## config.mk

```make
export PLATFORM = sky130hd
export DESIGN_NAME = xbc_top
export DESIGN_NICKNAME = d
export VERILOG_FILES = /design/src/common/xbc_pkg.sv /design/src/hw/xbc_sync.sv /design/src/hw/xbc_attr.sv /design/src/hw/xbc_top.sv
export SDC_FILE = /design/constraint.sdc
export NUM_CORES = 1
export LEC_CHECK = 0
export BUFFER_PORTS_ARGS = -buffer_cell sky130_fd_sc_hd__buf_2
export CORE_ASPECT_RATIO = 0.9
export CORE_MARGIN = 5
export CORE_UTILIZATION = 50
export DETAILED_ROUTE_END_ITERATION = 16
export PLACE_DENSITY = 0.72
export SYNTH_ARGS = -nofsm -noshare
export SYNTH_HDL_FRONTEND = slang
export SYNTH_SLANG_ARGS = --single-unit
```

## constraint.sdc

```tcl
create_clock -name clk_i -period 2.58 [get_ports clk_i]
set_clock_uncertainty 0.15 [all_clocks]
set_input_delay 0.129 -clock clk_i [delete_from_list [all_inputs] [get_ports clk_i]]
set_output_delay 0.129 -clock clk_i [all_outputs]
set_load 0.02 [all_outputs]
```

## src/common/xbc_pkg.sv

```systemverilog
package xbc_pkg;
   localparam int XBC_DW = 24;
   localparam int XBC_AW = 4;
   localparam int XBC_WSW = 5;
   // Register byte addresses
   localparam logic [7:0] XBC_REG_CTRL = 8'h00;
   localparam logic [7:0] XBC_REG_MODE = 8'h04;
   localparam logic [7:0] XBC_REG_ACC = 8'h08;
   localparam logic [7:0] XBC_REG_WDATA = 8'h0c;
   localparam logic [7:0] XBC_REG_RDATA = 8'h10;
   localparam logic [7:0] XBC_REG_STAT = 8'h14;
   // Control register fields
   localparam int XBC_CTRL_WS_LSB = 0;
   localparam int XBC_CTRL_HOLD_BIT = 8;
   localparam int XBC_CTRL_PARK_BIT = 9;
   // Mode register fields
   localparam int XBC_MODE_APD_BIT = 14;
   localparam int XBC_MODE_RAS_BIT = 0;
   localparam int XBC_MODE_RASPOL_BIT = 1;
   // Access register fields
   localparam int XBC_ACC_WR_BIT = 4;
   localparam int XBC_ACC_GO_BIT = 8;
   // Status register fields
   localparam int XBC_STAT_BUSY_BIT = 0;
   localparam int XBC_STAT_OWN_BIT = 1;
   localparam int XBC_STAT_REQ_BIT = 2;
   localparam int XBC_STAT_DONE_BIT = 3;
   // Reset values
   localparam logic [31:0] XBC_CTRL_RST = 32'h0000_0001;
   localparam logic [31:0] XBC_MODE_RST = 32'h0000_0000;

   typedef enum logic [1:0] {
      XBC_IDLE = 2'b00,
      XBC_REQ  = 2'b01,
      XBC_CYC  = 2'b10,
      XBC_END  = 2'b11
   } xbc_state_t;
endpackage

```

## src/hw/xbc_sync.sv

```systemverilog
`timescale 1ns/1ps
module xbc_sync #(
   parameter int W = 1
) (
   input  wire logic         clk_i,
   input  wire logic         rst_i,
   input  wire logic [W-1:0] d_i,
   input  wire logic [W-1:0] rst_val_i,
   output logic      [W-1:0] q_o
);
   logic [W-1:0] meta_q;
   // Refuse a width the flops cannot hold
   if (W < 1) begin : g_width_chk
      $error("xbc_sync width must be positive");
   end
   // Reset value is a constant at every instance, so reset stays synchronous
   always_ff @(posedge clk_i) begin
      if (rst_i) begin
         meta_q <= rst_val_i;
         q_o    <= rst_val_i;
      end else begin
         meta_q <= d_i;
         q_o    <= meta_q;
      end
   end
endmodule

```

## src/hw/xbc_attr.sv

```systemverilog
`timescale 1ns/1ps
module xbc_attr
   import xbc_pkg::*;
(
   input  wire logic [XBC_AW-1:0] sel_i,
   input  wire logic              apd_i,
   input  wire logic              ras_mode_i,
   input  wire logic              ras_pol_i,
   input  wire logic              active_i,
   output logic      [XBC_AW-1:0] attr_o
);
   logic [XBC_AW-1:0] one_hot;
   always_comb begin
      one_hot = '0;
      for (int i = XBC_AW - 1; i >= 0; i--) begin
         if (sel_i[i]) begin
            one_hot = '0;
            one_hot[i] = 1'b1;
         end
      end
      if (apd_i) begin
         attr_o = active_i ? sel_i : '0;
      end else begin
         attr_o = active_i ? one_hot : '0;
      end
      if (ras_mode_i && !ras_pol_i) begin
         attr_o = ~attr_o;
      end
   end
endmodule

```

## src/hw/xbc_top.sv

```systemverilog
`timescale 1ns/1ps
module xbc_top
   import xbc_pkg::*;
(
   input  wire logic              clk_i,
   input  wire logic              rst_i,
   input  wire logic [7:0]        adr_i,
   input  wire logic [31:0]       dat_i,
   input  wire logic              we_i,
   input  wire logic [3:0]        sel_i,
   input  wire logic              cyc_i,
   input  wire logic              stb_i,
   output logic      [31:0]       dat_o,
   output logic                   ack_o,
   input  wire logic              stop_wait_i,
   input  wire logic              bus_grant_n_i,
   input  wire logic              transfer_ack_n_i,
   input  wire logic [XBC_DW-1:0] data_in_i,
   output logic      [XBC_DW-1:0] data_out_o,
   output logic                   data_oe_o,
   output logic      [XBC_AW-1:0] addr_attr_lines_o,
   output logic                   addr_attr_oe_o,
   output logic                   read_n_o,
   output logic                   read_oe_o,
   output logic                   write_n_o,
   output logic                   write_oe_o,
   output logic                   bus_request_n_o
);
   xbc_state_t        st_q;
   logic [31:0]       ctrl_q, mode_q;
   logic [XBC_AW-1:0] acc_sel_q;
   logic              acc_wr_q, pend_q, done_q;
   logic [XBC_DW-1:0] wdata_q, rdata_q;
   logic [XBC_WSW-1:0] ws_q;
   logic              own_q, ta_s, bg_s, hold;
   logic [XBC_AW-1:0] attr_c;
   logic              wb_hit;

   // Pins from outside the clock domain pass two flops
   xbc_sync #(.W(2)) u_sync (
      .clk_i     (clk_i),
      .rst_i     (rst_i),
      .d_i       ({transfer_ack_n_i, bus_grant_n_i}),
      .rst_val_i (2'b11),
      .q_o       ({ta_s, bg_s})
   );

   assign hold   = ctrl_q[XBC_CTRL_HOLD_BIT];
   assign wb_hit = cyc_i && stb_i && !ack_o;

   // Wishbone slave: one wait cycle, ack for one cycle
   always_ff @(posedge clk_i) begin
      if (rst_i) begin
         ack_o <= 1'b0;
      end else begin
         ack_o <= wb_hit;
      end
   end

   always_ff @(posedge clk_i) begin
      if (rst_i) begin
         ctrl_q  <= XBC_CTRL_RST;
         mode_q  <= XBC_MODE_RST;
         wdata_q <= '0;
         acc_sel_q <= '0;
         acc_wr_q  <= 1'b0;
      end else if (wb_hit && we_i && sel_i[0]) begin
         unique case (adr_i)
            XBC_REG_CTRL:  ctrl_q <= dat_i;
            XBC_REG_MODE:  mode_q <= dat_i;
            XBC_REG_WDATA: wdata_q <= dat_i[XBC_DW-1:0];
            XBC_REG_ACC: begin
               if (!pend_q) begin
                  acc_sel_q <= dat_i[XBC_AW-1:0];
                  acc_wr_q  <= dat_i[XBC_ACC_WR_BIT];
               end
            end
            default: ;
         endcase
      end
   end

   always_ff @(posedge clk_i) begin
      if (rst_i) begin
         dat_o <= '0;
      end else if (wb_hit && !we_i) begin
         unique case (adr_i)
            XBC_REG_CTRL:  dat_o <= ctrl_q;
            XBC_REG_MODE:  dat_o <= mode_q;
            XBC_REG_ACC:   dat_o <= {23'h0, pend_q, 3'h0, acc_wr_q, acc_sel_q};
            XBC_REG_WDATA: dat_o <= {8'h00, wdata_q};
            XBC_REG_RDATA: dat_o <= {8'h00, rdata_q};
            XBC_REG_STAT:  dat_o <= {28'h0, done_q, !bus_request_n_o, own_q, pend_q};
            default:       dat_o <= '0;
         endcase
      end
   end

   // Pending access: set by software go, cleared at cycle end; set wins
   always_ff @(posedge clk_i) begin
      if (rst_i) begin
         pend_q <= 1'b0;
      end else if (wb_hit && we_i && sel_i[1] && adr_i == XBC_REG_ACC
                   && dat_i[XBC_ACC_GO_BIT]) begin
         pend_q <= 1'b1;
      end else if (st_q == XBC_END) begin
         pend_q <= 1'b0;
      end
   end

   // Done flag: hardware set wins over a status read clear
   always_ff @(posedge clk_i) begin
      if (rst_i) begin
         done_q <= 1'b0;
      end else if (st_q == XBC_END) begin
         done_q <= 1'b1;
      end else if (wb_hit && !we_i && adr_i == XBC_REG_STAT) begin
         done_q <= 1'b0;
      end
   end

   // Ownership follows grant in XBC_IDLE and XBC_REQ only, never taken in stop or wait
   always_ff @(posedge clk_i) begin
      if (rst_i) begin
         own_q <= 1'b0;
      end else if (st_q == XBC_IDLE || st_q == XBC_REQ) begin
         own_q <= !bg_s && !stop_wait_i;
      end
   end

   // Cycle state machine
   always_ff @(posedge clk_i) begin
      if (rst_i) begin
         st_q <= XBC_IDLE;
         ws_q <= '0;
      end else begin
         unique case (st_q)
            XBC_IDLE: if (pend_q && !stop_wait_i) st_q <= XBC_REQ;
            XBC_REQ: begin
               if (own_q && !stop_wait_i) begin
                  st_q <= XBC_CYC;
                  ws_q <= ctrl_q[XBC_CTRL_WS_LSB +: XBC_WSW];
               end
            end
            XBC_CYC: begin
               if (ws_q != '0) ws_q <= ws_q - 1'b1;
               if (ws_q == '0 && !ta_s) st_q <= XBC_END;
            end
            XBC_END: st_q <= XBC_IDLE;
         endcase
      end
   end

   always_ff @(posedge clk_i) begin
      if (rst_i) begin
         rdata_q <= '0;
      end else if (st_q == XBC_CYC && ws_q == '0 && !ta_s && !acc_wr_q) begin
         rdata_q <= data_in_i;
      end
   end

   // Bus request from own pending need, hold bit or park bit only
   always_ff @(posedge clk_i) begin
      if (rst_i) begin
         bus_request_n_o <= 1'b1;
      end else if (stop_wait_i) begin
         if (!hold) bus_request_n_o <= 1'b1;
      end else begin
         bus_request_n_o <= !(hold || (pend_q && st_q != XBC_END)
                              || (ctrl_q[XBC_CTRL_PARK_BIT] && own_q && pend_q));
      end
   end

   xbc_attr u_attr (
      .sel_i      (acc_sel_q),
      .apd_i      (mode_q[XBC_MODE_APD_BIT]),
      .ras_mode_i (mode_q[XBC_MODE_RAS_BIT]),
      .ras_pol_i  (mode_q[XBC_MODE_RASPOL_BIT]),
      .active_i   (st_q == XBC_CYC),
      .attr_o     (attr_c)
   );

   // Pin drivers: all enables drop in reset, stop or wait, or as slave
   always_ff @(posedge clk_i) begin
      if (rst_i) begin
         data_out_o        <= '0;
         data_oe_o         <= 1'b0;
         addr_attr_lines_o <= '0;
         addr_attr_oe_o    <= 1'b0;
         read_n_o          <= 1'b1;
         read_oe_o         <= 1'b0;
         write_n_o         <= 1'b1;
         write_oe_o        <= 1'b0;
      end else begin
         data_out_o <= wdata_q;
         data_oe_o  <= own_q && !stop_wait_i && acc_wr_q && st_q == XBC_REQ
                       || own_q && !stop_wait_i && acc_wr_q && st_q == XBC_CYC
                          && !(ws_q == '0 && !ta_s);
         addr_attr_lines_o <= attr_c;
         addr_attr_oe_o    <= own_q && !stop_wait_i;
         read_n_o  <= !(st_q == XBC_REQ && own_q && !acc_wr_q && !stop_wait_i
                        || st_q == XBC_CYC && !acc_wr_q && !(ws_q == '0 && !ta_s));
         read_oe_o <= own_q && !stop_wait_i;
         write_n_o  <= !(st_q == XBC_REQ && own_q && acc_wr_q && !stop_wait_i
                         || st_q == XBC_CYC && acc_wr_q && !(ws_q == '0 && !ta_s));
         write_oe_o <= own_q && !stop_wait_i;
      end
   end
endmodule

```

==> results of run 1 <==
power by group through the flow:
stage	sequential, mW	clock (mW)	combinational (mW)
after floorplan	3.13	0	0.215
final	3.06	2.88	0.446
after detailed placement	3.13	0	0.368
after global placement	3.13	0	0.364
after global routing	3.06	3.03	0.486
after CTS	3.06	2.90	0.441
worst max-delay path, delay by kind of cell (launching register included):
family                     cells  cell delay [ns]
DFF                            1             0.35
muxes                          1             0.17
and+or+nand+nor                3             0.80
buffers and inverters          2             0.34
adders and majority gates      1             0.19
timing repair:
item	in CTS	in global routing
setup buffers	0	0
hold endpoints to repair	124	0
setup endpoints to repair	0	0
hold buffers	63	0
cell families (layout without fill, tap and decap cells):
family | Yosys count | count (layout) | synth area share [%]
and+or+nand+nor | 233 | 233 | 16.0
other | 0 | 1 | 0
muxes | 107 | 107 | 14.5
buffers and inverters | 96 | 289 | 4.83
adders and majority gates | 5 | 5 | 0.759
AOI/OAI and AO/OA | 217 | 217 | 15.6
DFF | 197 | 197 | 47.8
xor gates and xnor gates | 4 | 4 | 0.425
worst max-delay path by stage:
stage	to	slack, ns	cells past startpoint
finish	rdata_q[10]$_SDFFE_PP0P_	0.42	7
CTS	rdata_q[10]$_SDFFE_PP0P_	0.45	7
detailed placement	wdata_q[6]$_SDFFE_PP0P_	0.29	7
global route	rdata_q[18]$_SDFFE_PP0P_	0.32	7
floorplan	rdata_q[10]$_SDFFE_PP0P_	0.25	9
global placement	wdata_q[7]$_SDFFE_PP0P_	0.31	7
metrics by stage:
stage | hold WS [ns] | worst slack, ns | cell area [sq um] | util, %
2_1_floorplan | 0.0828 | 0.247 | 8240 | -
3_3_place_gp | 0.167 | 0.315 | 9210 | 56.9
3_5_place_dp | 0.169 | 0.287 | 9210 | 56.9
4_1_cts | 0.00639 | 0.452 | 10500 | 64.7
5_1_grt | 0.0566 | 0.316 | 10500 | 64.7
6_report | 0.0188 | 0.424 | 10500 | 64.7
placed cells by master (no fill, tap or decap), types with 5 or more instances in the layout:
cell type,instances
a21oi_1,77
nand2_1,13
mux2_2,22
o21ai_0,74
inv_1,19
clkinvlp_4,5
o22ai_1,18
nor2_1,45
nand2b_1,25
a32oi_1,5
ha_1,5
nand3_1,36
mux2_4,10
nor3_1,7
nor2b_1,39
a22oi_1,10
clkbuf_16,17
a22o_1,18
bufinv_16,5
dlygate4sd3_1,63
buf_2,140
mux2i_1,71
nand4_1,33
dfxtp_1,197
buf_4,33
or2_2,7
state kept, by name (all words and copies together) (netlist names), 4 cells and up:
register           cells
ctrl_q                32
dat_o                 32
mode_q                32
data_out_o            24
rdata_q               24
wdata_q               24
ws_q                   5
acc_sel_q              4
addr_attr_lines_o      4
cell type report:
| cell class | instances | area, sq um | share of cell area [%] |
|---|---|---|---|
| flip-flops and latches | 197 | 3940 | 37.6 |
| diodes | 1 | 2.50 | 0.0239 |
| clock buffers | 18 | 429 | 4.10 |
| inverters | 19 | 71.3 | 0.681 |
| repair buffers | 239 | 1640 | 15.6 |
| well taps | 207 | 259 | 2.47 |
| multi-input cells | 566 | 3930 | 37.5 |
| clock inverters | 13 | 206 | 1.97 |
layer usage:
metal / share of wire, % / vias up / wire length, um
li1: - / 3437 / -
met1: 47 / 3435 / 10900
met2: 45 / 237 / 10500
met3: 5.8 / 30 / 1340
met4: 2.2 / 0 / 506
met5: 0 / - / 0
==> results.yml, run 1 <==
placement:
  hpwlAfterDp_um: 15200
  gp_congestion: 0.821
  dpl.cell_count: 1165
  io_buffer_count: 141
status:
  status: "completed"
routing:
  drc: 0
  drt_iter0_markers: 783
  drt_wl_total_um: 23300
  via_count: 7139
  postRouteAntennaNets: 0
  via_per_inst: 5.67
  first_pass_iters: 5
  avgRoutedWirePerCell_um: 18.5
min_path:
  hold_path_end: "done_q$_SDFFE_PP0P_"
  min_from: "adr_i[2]"
  min_path_cells: 4
  min-delay-path-class: "in -> reg"
global_route:
  gr-usage-met1_pct: 33.9
  grt_start_max_net_pins: 72
  grt_pass1_vias: 6988
  gr-usage-met3_pct: 4.85
  grt_pass1_wl_um: 37900
  antenna_found_initial: 1
  busiest_layer: "met2"
  grt_use_total_pct: 24.1
  grt-ovfl-total: 0
  grt_use_met2_pct: 37.3
clock_network:
  htreeDepth: 4
  cts_tree: "done"
  cts_root_buf: "clkbuf_16"
  clockBufferDepth: 2
  numCtsBuffers: 17
  cts.clk_slew.worst_paths_ns: 0.08
  cts_resized: 0
  clk_latency_ns: 0.44
  cts_sinks: 197
flow_run:
  drv_cap: 0
logic_synthesis:
  synth_common_cells: "197 x dfxtp_1, 77 x a21oi_1, 74 x o21ai_0"
  postSynthCellCount: 859
  yosysWarnings: 0
  ys_types: 52
  synthesis.area_sq_um: 8240
  ys_seq_area_share_pct: 47.8
  ys_ff_latch: 197
  synth_flop_cell: "dfxtp_1"
  synthesis.nets: 940
  post-synth-top-area-cell: "dfxtp_1"
  yosysMostFrequentCell: "dfxtp_1"
  synth_top_cell_area_share_pct: 47.8
  synth_area_leaders: "dfxtp_1 48%, mux2i_1 8.6%, a21oi_1 4.7%, o21ai_0 4.5%, nor2b_1 3.1%"
  synth_area_per_cell_sq_um: 9.60
  synth_edf_count: 0
  async_flop_share_pct: 0
power_and_ir_drop:
  p_int_mw: 4.96
  seqPwrFrac_pct: 47.9
  total_power_mw: 6.39
  cellPowerDensity_nw_per_um2: 610
  swShare_pct: 22.4
  vdd_drop_max_mv: 0.540
  pwr-share-clk_pct: 45.1
  comb_power_share_pct: 7.0
  leakage_nw: 4.38
  switchingPower_mw: 1.43
sta:
  fin_crit_ns: 2.16
  hold_viol_final: 0
  tns_ns: 0
  post-route-period-util_pct: 83.6
  rsz0062_at_grt: "no"
  setup_viol_count_final: 0
  slew_headroom_pct: 57.8
  slew_viol_final: 0
  worst_slew_pin_slew_ns: 0.633
  max_freq_mhz: 464
floorplan:
  coreArea_sq_um: 16200
  placementRows: 44
  io_pins: 144
  die_w_um: 145
  die-area_sq_um: 19200
  fp.dieH_um: 132
  start_util_pct: 50.9
setup_path:
  crit_type: "reg -> reg"
  start_kind: "flop"
  cp_slowest_cell: "or4_1"
  ff2ff_path_depth: 7
  startpoint: "st_q[0]$_SDFFE_PP0P_"
  worst-path-max-fanout: 21
  endpoint_kind: "flop"
  rr_startpoint: "st_q[0]$_SDFFE_PP0P_"
  critical_path_arrival_ns: 2.31
  crit_required_ns: 2.73
  reg2reg_to: "rdata_q[10]$_SDFFE_PP0P_"
  slowest_delay_ns: 0.59
  crit_chain: "inv_1 -> ha_1 -> nand4bb_1 -> or4_1 -> buf_12 -> mux2i_1 -> nor2_1"
  ff2ff_setup_slack_ns: 0.42
finish:
  drive_above_1_share_pct: 24.6
  fillers: 1331
  final_cells: 1260
  design.final.nets: 1121
  area_growth_pct: 27.1
Note: power is estimated with default switching activity, not from simulation.
==> run 2, diff against run 1 <==
--- a/config.mk
+++ b/config.mk
@@ -10,7 +10,7 @@
 export CORE_MARGIN = 5
 export CORE_UTILIZATION = 50
 export DETAILED_ROUTE_END_ITERATION = 16
-export PLACE_DENSITY = 0.72
+export PLACE_DENSITY = 0.75
 export SYNTH_ARGS = -nofsm -noshare
 export SYNTH_HDL_FRONTEND = slang
 export SYNTH_SLANG_ARGS = --single-unit
==> constraint.sdc (replaced) <==
create_clock -name clk_i -period 1.9 [get_ports clk_i]
set_clock_uncertainty 0.15 [all_clocks]
set_input_delay 0.095 -clock clk_i [delete_from_list [all_inputs] [get_ports clk_i]]
set_output_delay 0.095 -clock clk_i [all_outputs]
set_load 0.02 [all_outputs]
==> run 2 against run 1 <==
The run now ends with setup timing left. Register-to-register slack got worse by 0.45 ns. Clock power rose by 33%. Cell count increased by 2.1%. Critical path type unchanged. Largest cell class is now multi-input combinational cells.
==> results.yml, run 2 (synthesis gave the netlist of run 1 again) <==
routing:
  via_count: 7509
  via_per_inst: 5.83
  drt_wl_total_um: 24900
  avgRoutedWirePerCell_um: 19.4
  first_pass_iters: 8
  postRouteAntennaNets: 0
  drt_iter0_markers: 802
  drc: 0
clock_network:
  cts_sinks: 197
  clk_latency_ns: 0.45
  cts_root_buf: "clkbuf_16"
  numCtsBuffers: 17
  cts_tree: "done"
  cts.clk_slew.worst_paths_ns: 0.07
  htreeDepth: 4
  clockBufferDepth: 2
finish:
  design_area_sq_um: 10900
  final_cell_mix: "193 x dfxtp_1, 140 x buf_2, 77 x a21oi_1, 74 x o21ai_0, 68 x mux2i_1"
  final_cells: 1287
  drive_above_1_share_pct: 27.9
  design.final.nets: 1149
  area_growth_pct: 31.8
  layout_commonest_cell: "dfxtp_1"
  largestRegisters: "ctrl_q (32), dat_o (32), mode_q (32)"
min_path:
  min_from: "we_i"
  min-delay-path-class: "in -> reg"
setup_path:
  slowest_delay_ns: 0.52
  crit_type: "reg -> reg"
  start_kind: "flop"
  startpoint: "st_q[0]$_SDFFE_PP0P_"
  endpoint_kind: "flop"
  worst-path-max-fanout: 12
  rr_startpoint: "st_q[0]$_SDFFE_PP0P_"
  critical_path_arrival_ns: 2.12
  cp_slowest_cell: "or4_4"
  crit_required_ns: 2.09
  crit_chain: "inv_4 -> ha_4 -> nand4bb_1 -> or4_4 -> clkbuf_16 -> mux2i_1 -> nor2_1"
sta:
  fin_crit_ns: 1.93
  worst_slew_pin_slew_ns: 0.662
  slew_viol_final: 0
  post-route-period-util_pct: 102
  tns_ns: -0.315
  hold_viol_final: 0
  fin_ws_ns: -0.0306
  slew_headroom_pct: 55.8
  setup_viol_count_final: 23
  max_freq_mhz: 518
  rsz0062_at_grt: "yes"
floorplan:
  placementRows: 44
  die_w_um: 145
  fp.dieH_um: 132
  io_pins: 144
  die-area_sq_um: 19200
  start_util_pct: 50.9
  coreArea_sq_um: 16200
placement:
  io_buffer_count: 141
  hpwlAfterDp_um: 16000
  dpl.cell_count: 1186
  placed_area_sq_um: 9410
  gp_congestion: 0.845
global_route:
  grt_pass1_vias: 7344
  grt_pass1_wl_um: 39200
  grt-ovfl-total: 0
  antenna_found_initial: 2
  grt_start_max_net_pins: 66
  grt_use_total_pct: 25.2
power_and_ir_drop:
  total_power_mw: 8.69
  leakage_nw: 4.57
  cellPowerDensity_nw_per_um2: 800
  vdd_drop_max_mv: 0.753
status:
  status: "finished with violations"
  violations: "setup timing"
flow_run:
  drv_cap: 0
[run 2: repair_timing]
item,CTS,global route
buffers inserted,2,3
cloned,1,2
hold buffers,63,0
setup endpoints to repair,45,50
pin swaps,0,8
hold endpoints to repair,129,0
resized for setup,8,24
[run 2: power by group]
group	total [mW]	switching (mW)	internal (mW)
combinational	0.681	0.364	0.316
sequential	4.17	0.0187	4.15
clock	3.84	1.55	2.29
total	8.69	1.93	6.76
[run 2: final timing paths]
kind,cells past startpoint,slack (ns),end
hold reg to reg,1,0.27,u_sync.q_o[0]$_SDFF_PP1_
setup reg to reg,7,-0.03,rdata_q[7]$_SDFFE_PP0P_
setup / recovery,7,-0.03,rdata_q[7]$_SDFFE_PP0P_
hold / removal,6,0.08,pend_q$_SDFFE_PP0P_
[run 2: final cells by class]
type                            instances  area, sq um
Antenna cell                            2         5.00
Clock buffer                           17          425
Clock inverter                         12          188
Fill cell                            1289         5320
Inverter                               19         73.8
Multi-Input combinational cell        566         4020
Sequential cell                       197         3950
Tap cell                              207          259
Timing Repair Buffer                  267         1940
[run 2: through the flow]
step | util (%) | hold WS [ns] | setup WS, ns
after CTS | 66.3 | 0.0636 | -0.0454
after floorplan | - | 0.0488 | -0.327
final | 67.1 | 0.0795 | -0.0306
after detailed placement | 58.1 | 0.137 | -0.284
after global routing | 67.1 | 0.0891 | -0.111
after global placement | 58.1 | 0.133 | -0.238
[run 2: critical path, delay by kind of cell, from the launching register on]
| kind | cells | cell delay (ns) |
|---|---|---|
| fa+ha+maj | 1 | 0.14 |
| buf+inv | 2 | 0.30 |
| flops | 1 | 0.36 |
| simple gates | 3 | 0.70 |
| mux | 1 | 0.17 |
[run 2: routing by layer]
metal | track usage (%) | share of wire (%)
met1 | 33.5 | 43
met2 | 39.9 | 46
met3 | 6.36 | 8.1
met4 | 9.12 | 2.8
met5 | 0 | 0
